File: config.mk
export PLATFORM = sky130hd
export DESIGN_NAME = serial_register_port
export DESIGN_NICKNAME = d
export VERILOG_FILES = /design/src/rtl/serial_port_pkg.sv /design/src/rtl/glitch_filter.sv /design/src/rtl/reg_bank.sv /design/src/rtl/serial_register_port.sv
export SDC_FILE = /design/constraint.sdc
export NUM_CORES = 1
export LEC_CHECK = 0
export BUFFER_PORTS_ARGS = -buffer_cell sky130_fd_sc_hd__buf_2
export CELL_PAD_IN_SITES_DETAIL_PLACEMENT = 1
export CELL_PAD_IN_SITES_GLOBAL_PLACEMENT = 2
export CORE_ASPECT_RATIO = 0.7
export CORE_MARGIN = 1
export CORE_UTILIZATION = 35
export DETAILED_ROUTE_END_ITERATION = 12
export GPL_ROUTABILITY_DRIVEN = 1
export PLACE_DENSITY_LB_ADDON = 0.1
export SLEW_MARGIN = 0
export SYNTH_ARGS = -nofsm -noshare
export SYNTH_HDL_FRONTEND = slang
export SYNTH_HIERARCHICAL = 1
export SYNTH_SLANG_ARGS = --single-unit
File: constraint.sdc
create_clock -name ref_clk -period 2.4 [get_ports ref_clk]
set_clock_uncertainty 0.2 [all_clocks]
set_input_delay 0.12 -clock ref_clk [delete_from_list [all_inputs] [get_ports ref_clk]]
set_output_delay 0.12 -clock ref_clk [all_outputs]
set_load 0.1 [all_outputs]
File: src/rtl/serial_port_pkg.sv
// Shared constants and types for the two-wire register port.
// Assumes a 200 MHz ref_clk; the filter cycle count below derives from that rate.
package serial_port_pkg;

    // ------------------------------------------------------------------
    // Timing
    // ------------------------------------------------------------------
    localparam int CLK_PERIOD_NS = 5;     // ref_clk period
    localparam int FILTER_NS     = 50;    // Shortest pulse that passes
    // Least time, so round up to whole cycles
    localparam int FILTER_CYCLES =
        (FILTER_NS + CLK_PERIOD_NS - 1) / CLK_PERIOD_NS;

    // ------------------------------------------------------------------
    // Protocol fields
    // ------------------------------------------------------------------
    localparam logic [6:0] SLAVE_ADDR_BASE = 7'h2A; // Arbitrary value
    localparam int         ADDR_SEL_POS    = 0;     // Pin-set address bit
    localparam int         DIR_BIT_POS     = 0;     // Direction in byte 1
    localparam int         POINTER_MSB_POS = 7;     // Must be zero
    localparam logic [3:0] BITS_PER_BYTE   = 4'h8;
    localparam logic [7:0] POINTER_RESET   = 8'h00;
    localparam logic [7:0] BYTE_RESET      = 8'h00;
    localparam logic       LINE_IDLE       = 1'b1;  // Released bus level

    // ------------------------------------------------------------------
    // Types
    // ------------------------------------------------------------------
    typedef struct packed {
        logic scl;
        logic sda;
    } lines_t;

    typedef enum logic [8:0] {
        ST_IDLE      = 9'h001,
        ST_ADDR      = 9'h002,
        ST_ADDR_ACK  = 9'h004,
        ST_SUB       = 9'h008,
        ST_SUB_ACK   = 9'h010,
        ST_WDATA     = 9'h020,
        ST_WDATA_ACK = 9'h040,
        ST_RDATA     = 9'h080,
        ST_RDATA_ACK = 9'h100
    } portState_t;

endpackage : serial_port_pkg

File: src/rtl/glitch_filter.sv
// Two-flop synchroniser followed by an optional pulse-width filter.
// Assumes raw is asynchronous to clk and idles high.
module glitch_filter
    import serial_port_pkg::*;
#(
    parameter int STABLE_CYCLES = FILTER_CYCLES
) (
    input  wire logic clk,
    input  wire logic reset_n,
    input  wire logic enable,
    input  wire logic raw,
    output logic      filtered_q
);

    localparam int CNT_W = $clog2(STABLE_CYCLES + 1);
    localparam logic [CNT_W-1:0] CNT_LAST = CNT_W'(STABLE_CYCLES - 1);

    logic             sync1_q;
    logic             sync2_q;
    logic [CNT_W-1:0] count_q;

    // --------------------------------------------------------------
    // Synchroniser
    // --------------------------------------------------------------
    always_ff @(posedge clk or negedge reset_n) begin
        if (!reset_n) begin
            sync1_q <= LINE_IDLE;
            sync2_q <= LINE_IDLE;
        end else begin
            sync1_q <= raw;
            sync2_q <= sync1_q;
        end
    end

    // --------------------------------------------------------------
    // Level passes only after holding for the full window
    // --------------------------------------------------------------
    always_ff @(posedge clk or negedge reset_n) begin
        if (!reset_n) begin
            filtered_q <= LINE_IDLE;
            count_q    <= '0;
        end else if (!enable) begin
            filtered_q <= sync2_q;                  // Bypass
            count_q    <= '0;
        end else if (sync2_q == filtered_q) begin
            count_q    <= '0;                       // Short pulse dropped
        end else if (count_q == CNT_LAST) begin
            filtered_q <= sync2_q;
            count_q    <= '0;
        end else begin
            count_q    <= count_q + 1'b1;
        end
    end

endmodule : glitch_filter

File: src/rtl/reg_bank.sv
// Control register storage with a registered read port.
// Assumes one writer; reset loads the default image.
module reg_bank
    import serial_port_pkg::*;
#(
    parameter int                       NUM_REGS   = 16,
    parameter int                       ADDR_W     = $clog2(NUM_REGS),
    parameter logic [NUM_REGS*8-1:0]    RESET_IMG  = '0
) (
    input  wire logic                  clk,
    input  wire logic                  reset_n,
    input  wire logic                  wrEn,
    input  wire logic [ADDR_W-1:0]     wrAddr,
    input  wire logic [7:0]            wrData,
    input  wire logic [ADDR_W-1:0]     rdAddr,
    output logic      [7:0]            rdData_q,
    output logic      [NUM_REGS*8-1:0] regs_q
);

    // --------------------------------------------------------------
    // Storage, restored to defaults on reset
    // --------------------------------------------------------------
    always_ff @(posedge clk or negedge reset_n) begin
        if (!reset_n) begin
            regs_q <= RESET_IMG;
        end else if (wrEn) begin
            regs_q[wrAddr*8 +: 8] <= wrData;
        end
    end

    // --------------------------------------------------------------
    // Registered read
    // --------------------------------------------------------------
    always_ff @(posedge clk or negedge reset_n) begin
        if (!reset_n) begin
            rdData_q <= BYTE_RESET;
        end else begin
            rdData_q <= regs_q[rdAddr*8 +: 8];
        end
    end

endmodule : reg_bank

File: src/rtl/serial_register_port.sv
// Two-wire serial slave giving a host access to the control registers.
// Assumes scl and sdaIn come from pins; the open-drain wire is resolved
// outside from sdaOe (low driven while sdaOe is high).
module serial_register_port
    import serial_port_pkg::*;
#(
    parameter int                    NUM_REGS   = 16,
    parameter logic [NUM_REGS*8-1:0] REG_RESET  = '0,
    parameter int                    FILTER_CYC = FILTER_CYCLES
) (
    input  wire logic                  ref_clk,
    input  wire logic                  reset_n,
    input  wire logic                  scl,
    input  wire logic                  sdaIn,
    output logic                       sdaOut,
    output logic                       sdaOe,
    input  wire logic                  addrSelectPin,
    output logic      [NUM_REGS*8-1:0] ctrlRegs
);

    // Bank geometry
    localparam int         ADDR_W   = $clog2(NUM_REGS);
    localparam logic [7:0] LAST_REG = 8'(NUM_REGS - 1);
    localparam logic [7:0] REG_CNT  = 8'(NUM_REGS);

    // ------------------------------------------------------------------
    // Declarations
    // ------------------------------------------------------------------
    // Filtered lines, their previous levels, state and synchronised select
    lines_t           now;
    lines_t           prev_q;
    portState_t       state_q;
    logic             sel1_q;
    logic             selectSync_q;
    // Byte framing, shifters and pointer
    logic [3:0]       bitCnt_q;
    logic [7:0]       rxShift_q;
    logic [7:0]       txShift_q;
    logic [7:0]       pointer_q;
    logic             readDir_q;
    logic             masterAck_q;
    // Write and read ports toward the bank
    logic             wrEn_q;
    logic [ADDR_W-1:0] wrAddr_q;
    logic [7:0]       wrData_q;
    logic [7:0]       rdData;
    logic [ADDR_W-1:0] rdAddr;
    // Bus events and decisions
    logic             sclRise;
    logic             sclFall;
    logic             startSeen;
    logic             stopSeen;
    logic             byteDone;
    logic             addrMatch;
    logic             subValid;

    // ------------------------------------------------------------------
    // Line conditioning
    // ------------------------------------------------------------------
    // Select pin synchronised before it steers anything
    always_ff @(posedge ref_clk or negedge reset_n) begin
        if (!reset_n) begin
            sel1_q       <= 1'b0;
            selectSync_q <= 1'b0;
        end else begin
            sel1_q       <= addrSelectPin;
            selectSync_q <= sel1_q;
        end
    end

    // Clock and data filters, enabled by the select pin
    glitch_filter #(.STABLE_CYCLES(FILTER_CYC)) sclFilter (
        .clk        (ref_clk),
        .reset_n    (reset_n),
        .enable     (selectSync_q),
        .raw        (scl),
        .filtered_q (now.scl)
    );

    glitch_filter #(.STABLE_CYCLES(FILTER_CYC)) sdaFilter (
        .clk        (ref_clk),
        .reset_n    (reset_n),
        .enable     (selectSync_q),
        .raw        (sdaIn),
        .filtered_q (now.sda)
    );

    // Previous levels for edge detection
    always_ff @(posedge ref_clk or negedge reset_n) begin
        if (!reset_n) begin
            prev_q <= '{scl: LINE_IDLE, sda: LINE_IDLE};
        end else begin
            prev_q <= now;
        end
    end

    // ------------------------------------------------------------------
    // Bus events and decisions
    // ------------------------------------------------------------------
    // Filtered clock edges
    assign sclRise   = now.scl & ~prev_q.scl;
    assign sclFall   = ~now.scl & prev_q.scl;
    // Data edges while clock stays high
    assign startSeen = now.scl & prev_q.scl & prev_q.sda & ~now.sda;
    assign stopSeen  = now.scl & prev_q.scl & ~prev_q.sda &
                       now.sda;
    // Full byte counted
    assign byteDone  = (bitCnt_q == BITS_PER_BYTE);
    // Address bit 0 follows the select pin
    assign addrMatch = (rxShift_q[7:1] ==
        {SLAVE_ADDR_BASE[6:1], selectSync_q});
    // Top bit zero and index inside the bank
    assign subValid  = ~rxShift_q[POINTER_MSB_POS] &
                       (rxShift_q < REG_CNT);
    // Clamp reads at the highest register
    assign rdAddr    = (pointer_q > LAST_REG) ? LAST_REG[ADDR_W-1:0]
                                              : pointer_q[ADDR_W-1:0];

    // ------------------------------------------------------------------
    // Protocol sequencer
    // ------------------------------------------------------------------
    always_ff @(posedge ref_clk or negedge reset_n) begin
        if (!reset_n) begin
            state_q     <= ST_IDLE;
            bitCnt_q    <= '0;
            rxShift_q   <= BYTE_RESET;
            txShift_q   <= BYTE_RESET;
            pointer_q   <= POINTER_RESET;
            readDir_q   <= 1'b0;
            masterAck_q <= 1'b0;
            sdaOe       <= 1'b0;
            wrEn_q      <= 1'b0;
            wrAddr_q    <= '0;
            wrData_q    <= BYTE_RESET;
        end else begin
            // Write strobe lasts one cycle
            wrEn_q <= 1'b0;
            if (startSeen) begin
                // Any start restarts address reception
                state_q  <= ST_ADDR;
                bitCnt_q <= '0;
                sdaOe    <= 1'b0;
            end else if (stopSeen) begin
                state_q  <= ST_IDLE;
                bitCnt_q <= '0;
                sdaOe    <= 1'b0;
            end else if (sclRise) begin
                case (state_q)
                    // Receive states sample data on every rise
                    ST_ADDR, ST_SUB, ST_WDATA: begin
                        if (!byteDone) begin
                            // MSB first shift
                            rxShift_q <= {rxShift_q[6:0], now.sda};
                            bitCnt_q  <= bitCnt_q + 4'h1;
                        end
                    end
                    // Master's answer to a read byte
                    ST_RDATA_ACK: begin
                        masterAck_q <= ~now.sda;
                        if (pointer_q < LAST_REG) begin
                            pointer_q <= pointer_q + 8'h01;
                        end
                    end
                    // Other states ignore rises
                    default: begin
                    end
                endcase
            end else if (sclFall) begin
                case (state_q)
                    // Address byte complete: ack on match
                    ST_ADDR: begin
                        if (byteDone && addrMatch) begin
                            readDir_q <= rxShift_q[DIR_BIT_POS];
                            sdaOe     <= 1'b1;
                            state_q   <= ST_ADDR_ACK;
                        end else if (byteDone) begin
                            state_q   <= ST_IDLE;
                        end
                    end
                    // End of address ack; turn round for reads
                    ST_ADDR_ACK: begin
                        sdaOe    <= 1'b0;
                        bitCnt_q <= '0;
                        if (readDir_q) begin
                            // Read begins at the stored pointer
                            txShift_q <= {rdData[6:0], 1'b0};
                            sdaOe     <= ~rdData[7];
                            bitCnt_q  <= 4'h1;
                            state_q   <= ST_RDATA;
                        end else begin
                            state_q   <= ST_SUB;
                        end
                    end
                    // Pointer byte complete
                    ST_SUB: begin
                        if (byteDone && subValid) begin
                            pointer_q <= rxShift_q;
                            sdaOe     <= 1'b1;
                            state_q   <= ST_SUB_ACK;
                        end else if (byteDone) begin
                            state_q   <= ST_IDLE;
                        end
                    end
                    // Data byte complete: write if in range
                    ST_WDATA: begin
                        if (byteDone && pointer_q < REG_CNT) begin
                            wrEn_q    <= 1'b1;
                            wrAddr_q  <= pointer_q[ADDR_W-1:0];
                            wrData_q  <= rxShift_q;
                            pointer_q <= pointer_q + 8'h01;
                            sdaOe     <= 1'b1;
                            state_q   <= ST_WDATA_ACK;
                        end else if (byteDone) begin
                            state_q   <= ST_IDLE;
                        end
                    end
                    // Release the ack, then take the next data byte
                    ST_SUB_ACK, ST_WDATA_ACK: begin
                        sdaOe    <= 1'b0;
                        bitCnt_q <= '0;
                        state_q  <= ST_WDATA;
                    end
                    // Drive the next read bit while the clock is low
                    ST_RDATA: begin
                        if (byteDone) begin
                            sdaOe   <= 1'b0;        // Master's ack slot
                            state_q <= ST_RDATA_ACK;
                        end else begin
                            sdaOe     <= ~txShift_q[7];
                            txShift_q <= {txShift_q[6:0], 1'b0};
                            bitCnt_q  <= bitCnt_q + 4'h1;
                        end
                    end
                    // Continue on master ack, else stop driving
                    ST_RDATA_ACK: begin
                        if (masterAck_q) begin
                            // Clamped pointer repeats the top register
                            txShift_q <= {rdData[6:0], 1'b0};
                            sdaOe     <= ~rdData[7];
                            bitCnt_q  <= 4'h1;
                            state_q   <= ST_RDATA;
                        end else begin
                            state_q   <= ST_IDLE;
                        end
                    end
                    // Unused codes recover to idle
                    default: begin
                        state_q <= ST_IDLE;
                    end
                endcase
            end
        end
    end

    // Data pin is only ever pulled low
    always_ff @(posedge ref_clk or negedge reset_n) begin
        if (!reset_n) begin
            sdaOut <= 1'b0;
        end else begin
            sdaOut <= 1'b0;
        end
    end

    // ------------------------------------------------------------------
    // Register storage
    // ------------------------------------------------------------------
    // Bank written by the sequencer, read at the pointer
    reg_bank #(
        .NUM_REGS  (NUM_REGS),
        .ADDR_W    (ADDR_W),
        .RESET_IMG (REG_RESET)
    ) regs (
        .clk      (ref_clk),
        .reset_n  (reset_n),
        .wrEn     (wrEn_q),
        .wrAddr   (wrAddr_q),
        .wrData   (wrData_q),
        .rdAddr   (rdAddr),
        .rdData_q (rdData),
        .regs_q   (ctrlRegs)
    );

endmodule : serial_register_port

==> impl_metrics.env <==
export IMPL_min_period_over_period=1.04
export IMPL_chip_width_um=210
export IMPL_synthesized_nets=928
export IMPL_synthToLayoutAreaGrowth_pct=32.3
export IMPL_viasPerCell=5.54
export IMPL_reg_clk_slew_reported_paths_ns=0.06
export IMPL_cts_root_buffer_cell="clkbuf_16"
export IMPL_largest_net_degree_at_the_start_of_global_routing=60
export IMPL_finalCriticalPeriod_ns=2.50
export IMPL_dr_total_vias=8602
export IMPL_row_count=52
export IMPL_die_h_um=147
export IMPL_grt_pass1_vias=8733
export IMPL_remaining_drc_errors=0
export IMPL_synth_ff_latch_count=206
export IMPL_n_fill_cell=3131
export IMPL_final_cell_area_sq_um=14000
export IMPL_tritoncts="yes"
export IMPL_timing_setup_critical_path_class="register to register"
export IMPL_met1Wirelength_um=20200
export IMPL_met2WireLength_um=15500
export IMPL_timing_hold_violations_final=0
export IMPL_count_of_nets_left_with_antenna_violations_after_detail_routing=0
export IMPL_p_leak_uw=0.00697
export IMPL_clk_latency_ns=0.52
export IMPL_violations="negative setup slack"
export IMPL_layout_nets=1177
export IMPL_power_uw=7900
export IMPL_setup_violations_final=11
export IMPL_cts_htree_levels=1
export IMPL_utilization=0.477
export IMPL_synthCells=911
export IMPL_place_gp_congestion=0.903
export IMPL_postLayoutSetupSlackWorst_ns=-0.103
export IMPL_fp_dieArea_sq_um=30900
export IMPL_grt_first_pass_wirelength_um=56700
export IMPL_initial_core_util=0.361
export IMPL_detailedRoute_firstIterationViolations=479
export IMPL_gr_total_overflow=0
export IMPL_antennaDiodeCount=0
export IMPL_top_layer_used="met4"
export IMPL_cp_start_kind="register"
export IMPL_tightest_slew_ns=0.973
export IMPL_asyncSetResetFlopFracSynth=1.00
export IMPL_maxCapViolations=0
export IMPL_synth_enable_flop_cells=0
export IMPL_multi_input_comb_area_sq_um=5400
export IMPL_synth_top_area_share=0.467
export IMPL_rsz_0062_raised_after_global_routing="yes"
export IMPL_core_sq_um=29300
export IMPL_antenna_found_initial=1
export IMPL_first_pass_iters=4
export IMPL_yosysSeqAreaShare=0.489
export IMPL_floorplan_io_pins=135
export IMPL_yosys_most_used_dff="dfrtp_1"
export IMPL_status="finished, violations left"
export IMPL_post_synth_cell_area_avg_sq_um=11.6
export IMPL_cell_types_with_the_largest_area_share_after_synthesis="dfrtp_1 47%, mux4_2 6.8%, mux2_2 4.9%, nand2_1 3.5%, mux2i_1 2.6%"
export IMPL_category_of_the_worst_setup_path_capture_point="register"
export IMPL_fin_tns_setup_ns=-0.755
export IMPL_inserted_clock_buffers=23
export IMPL_hold_path_class="input pin to register"
export IMPL_register_area_sq_um=5170
export IMPL_port_buf_inserts=133
export IMPL_placedInstanceArea_sq_um=12500
export IMPL_yosysWarningCount=6
export IMPL_drive_above_1_share=0.449
export IMPL_clock_tree_buffer_depth=3
export IMPL_report_final_slew_viol_count=0
export IMPL_ys_types=81
export IMPL_peak_vdd_ir_mv=0.394
export IMPL_max_slew_margin=0.352
export IMPL_post_drt_wl_per_cell_um=24.9
export IMPL_most_area_hungry_cell_type_in_the_yosys_netlist="dfrtp_1"
export IMPL_hold_slack_ns=0.0556
export IMPL_timing_critical_path_arrival_ns=2.75
export IMPL_cp_data_required_time_ns=2.65
export IMPL_place_hpwl_um=26900
export IMPL_track_usage=0.244
export IMPL_routed_wl_um=38600
export IMPL_layout_cells_most_common_list="196 x dfrtp_1, 132 x buf_2, 113 x buf_4, 91 x nand2_1, 46 x mux2_2"
export IMPL_critical_path_peak_fanout=7
export IMPL_cts_num_sinks=206
export IMPL_mappedNetlistArea_sq_um=10600
export IMPL_power_dens_cells_nw_per_um2=566
export IMPL_met3_length_um=2040
export IMPL_achievable_frequency_mhz=399
export IMPL_layout_commonest_cell="dfrtp_1"
[metal layers]
metal,vias to the layer above,track usage
met2,253,0.334
met1,4474,0.398
met3,52,0.0353
li1,3823,-
met5,-,0
met4,0,0.0544
[cell usage after synthesis, types with 3 or more instances]
cell and number:
a21bo_1 12, a21bo_2 20, a21o_1 18, a21oi_1 13, a22oi_1 17, a31oi_1 4, and3_1 10, and4_1 17
buf_1 3, buf_2 15, buf_4 3, buf_6 6, clkbuf_1 24, dfrtp_1 197, dfstp_2 9, ha_1 12
inv_1 40, mux2_1 20, mux2_2 46, mux2_4 8, mux2i_1 27, mux4_2 32, nand2_1 98, nand2b_1 9
nand3_1 16, nand4_1 40, nor2_1 27, nor2b_1 11, nor3_1 23, nor3_2 3, nor3b_1 4, nor4b_1 3
o21a_1 3, o21ai_0 35, o21ai_1 12, o22ai_1 3, o31ai_1 3, or3_1 4, or4_1 3, xnor2_1 4
xor2_1 7
[cells by family after synthesis]
family                   after synthesis  synth area share
adder cells (fa/ha/maj)               12            0.0142
AO/OA/AOI/OAI                        159             0.110
other                                  1          0.000355
multiplexers                         133             0.176
buffers and inverters                 93            0.0412
flip-flops                           206             0.489
AND/OR/NAND/NOR                      294             0.157
XOR/XNOR                              13            0.0122
[per-stage QoR]
step | setup WS, ns | instances
floorplan | -0.0777 | 911
global placement | -0.145 | 1481
detailed placement | -0.118 | 1481
CTS | -0.0780 | 1536
global route | -0.148 | 1554
finish | -0.103 | 1554
[cell type report]
type                    count  area share
inverters                  41      0.0113
clock inverters             6     0.00618
flip-flops and latches    206       0.370
clock buffers              35      0.0480
multi-input cells         612       0.387
well taps                 378      0.0339
repair buffers            276       0.144
[where the power goes]
part           total, uW  leakage, uW  internal, uW  switching [uW]
combinational        685      0.00376           281             404
clock               3620     0.000368          2140            1480
sequential          3590      0.00284          3530            64.8
total               7900      0.00697          5950            1950
[state kept, by name (all words and copies together) (netlist names), 7 cells and up]
| register | count |
|---|---|
| wrData_q | 8 |
| pointer_q | 8 |
| regs/rdData_q | 8 |
| state_q | 9 |
| txShift_q | 7 |
| rxShift_q | 8 |
| regs/regs_q | 128 |
[repair_timing]
action                                  in CTS  in global routing
hold buffers                                 5                  0
resized for setup                           40                 60
gates cloned                                 1                  4
hold endpoints to repair                   200                  0
pin swaps                                    9                 20
endpoints found under the setup margin      32                 97
buffers inserted                             8                 16
[worst paths after layout]
check	slack, ns	from	cells past startpoint	endpoint
worst max-delay path	-0.10	state_q[4]	6	bitCnt_q[1]
worst min-delay path	0.06	scl	2	sclFilter/sync1_q
worst max register to register	-0.10	state_q[4]	6	bitCnt_q[1]
worst min register to register	0.16	sclFilter/sync1_q	0	sclFilter/sync2_q
max in group asynchronous	0.64	reset_n	4	state_q[0]
min in group asynchronous	0.49	reset_n	3	regs/regs_q[73]
[critical path: stages, from the launching register on]
cell       delay (ns)
dfrtp_1          0.39
or4_4            0.54
or3_4            0.38
o41ai_4          0.29
o2bb2ai_4        0.22
mux2_4           0.33
nor2_1           0.08
Power figures use the tool's default switching activity.
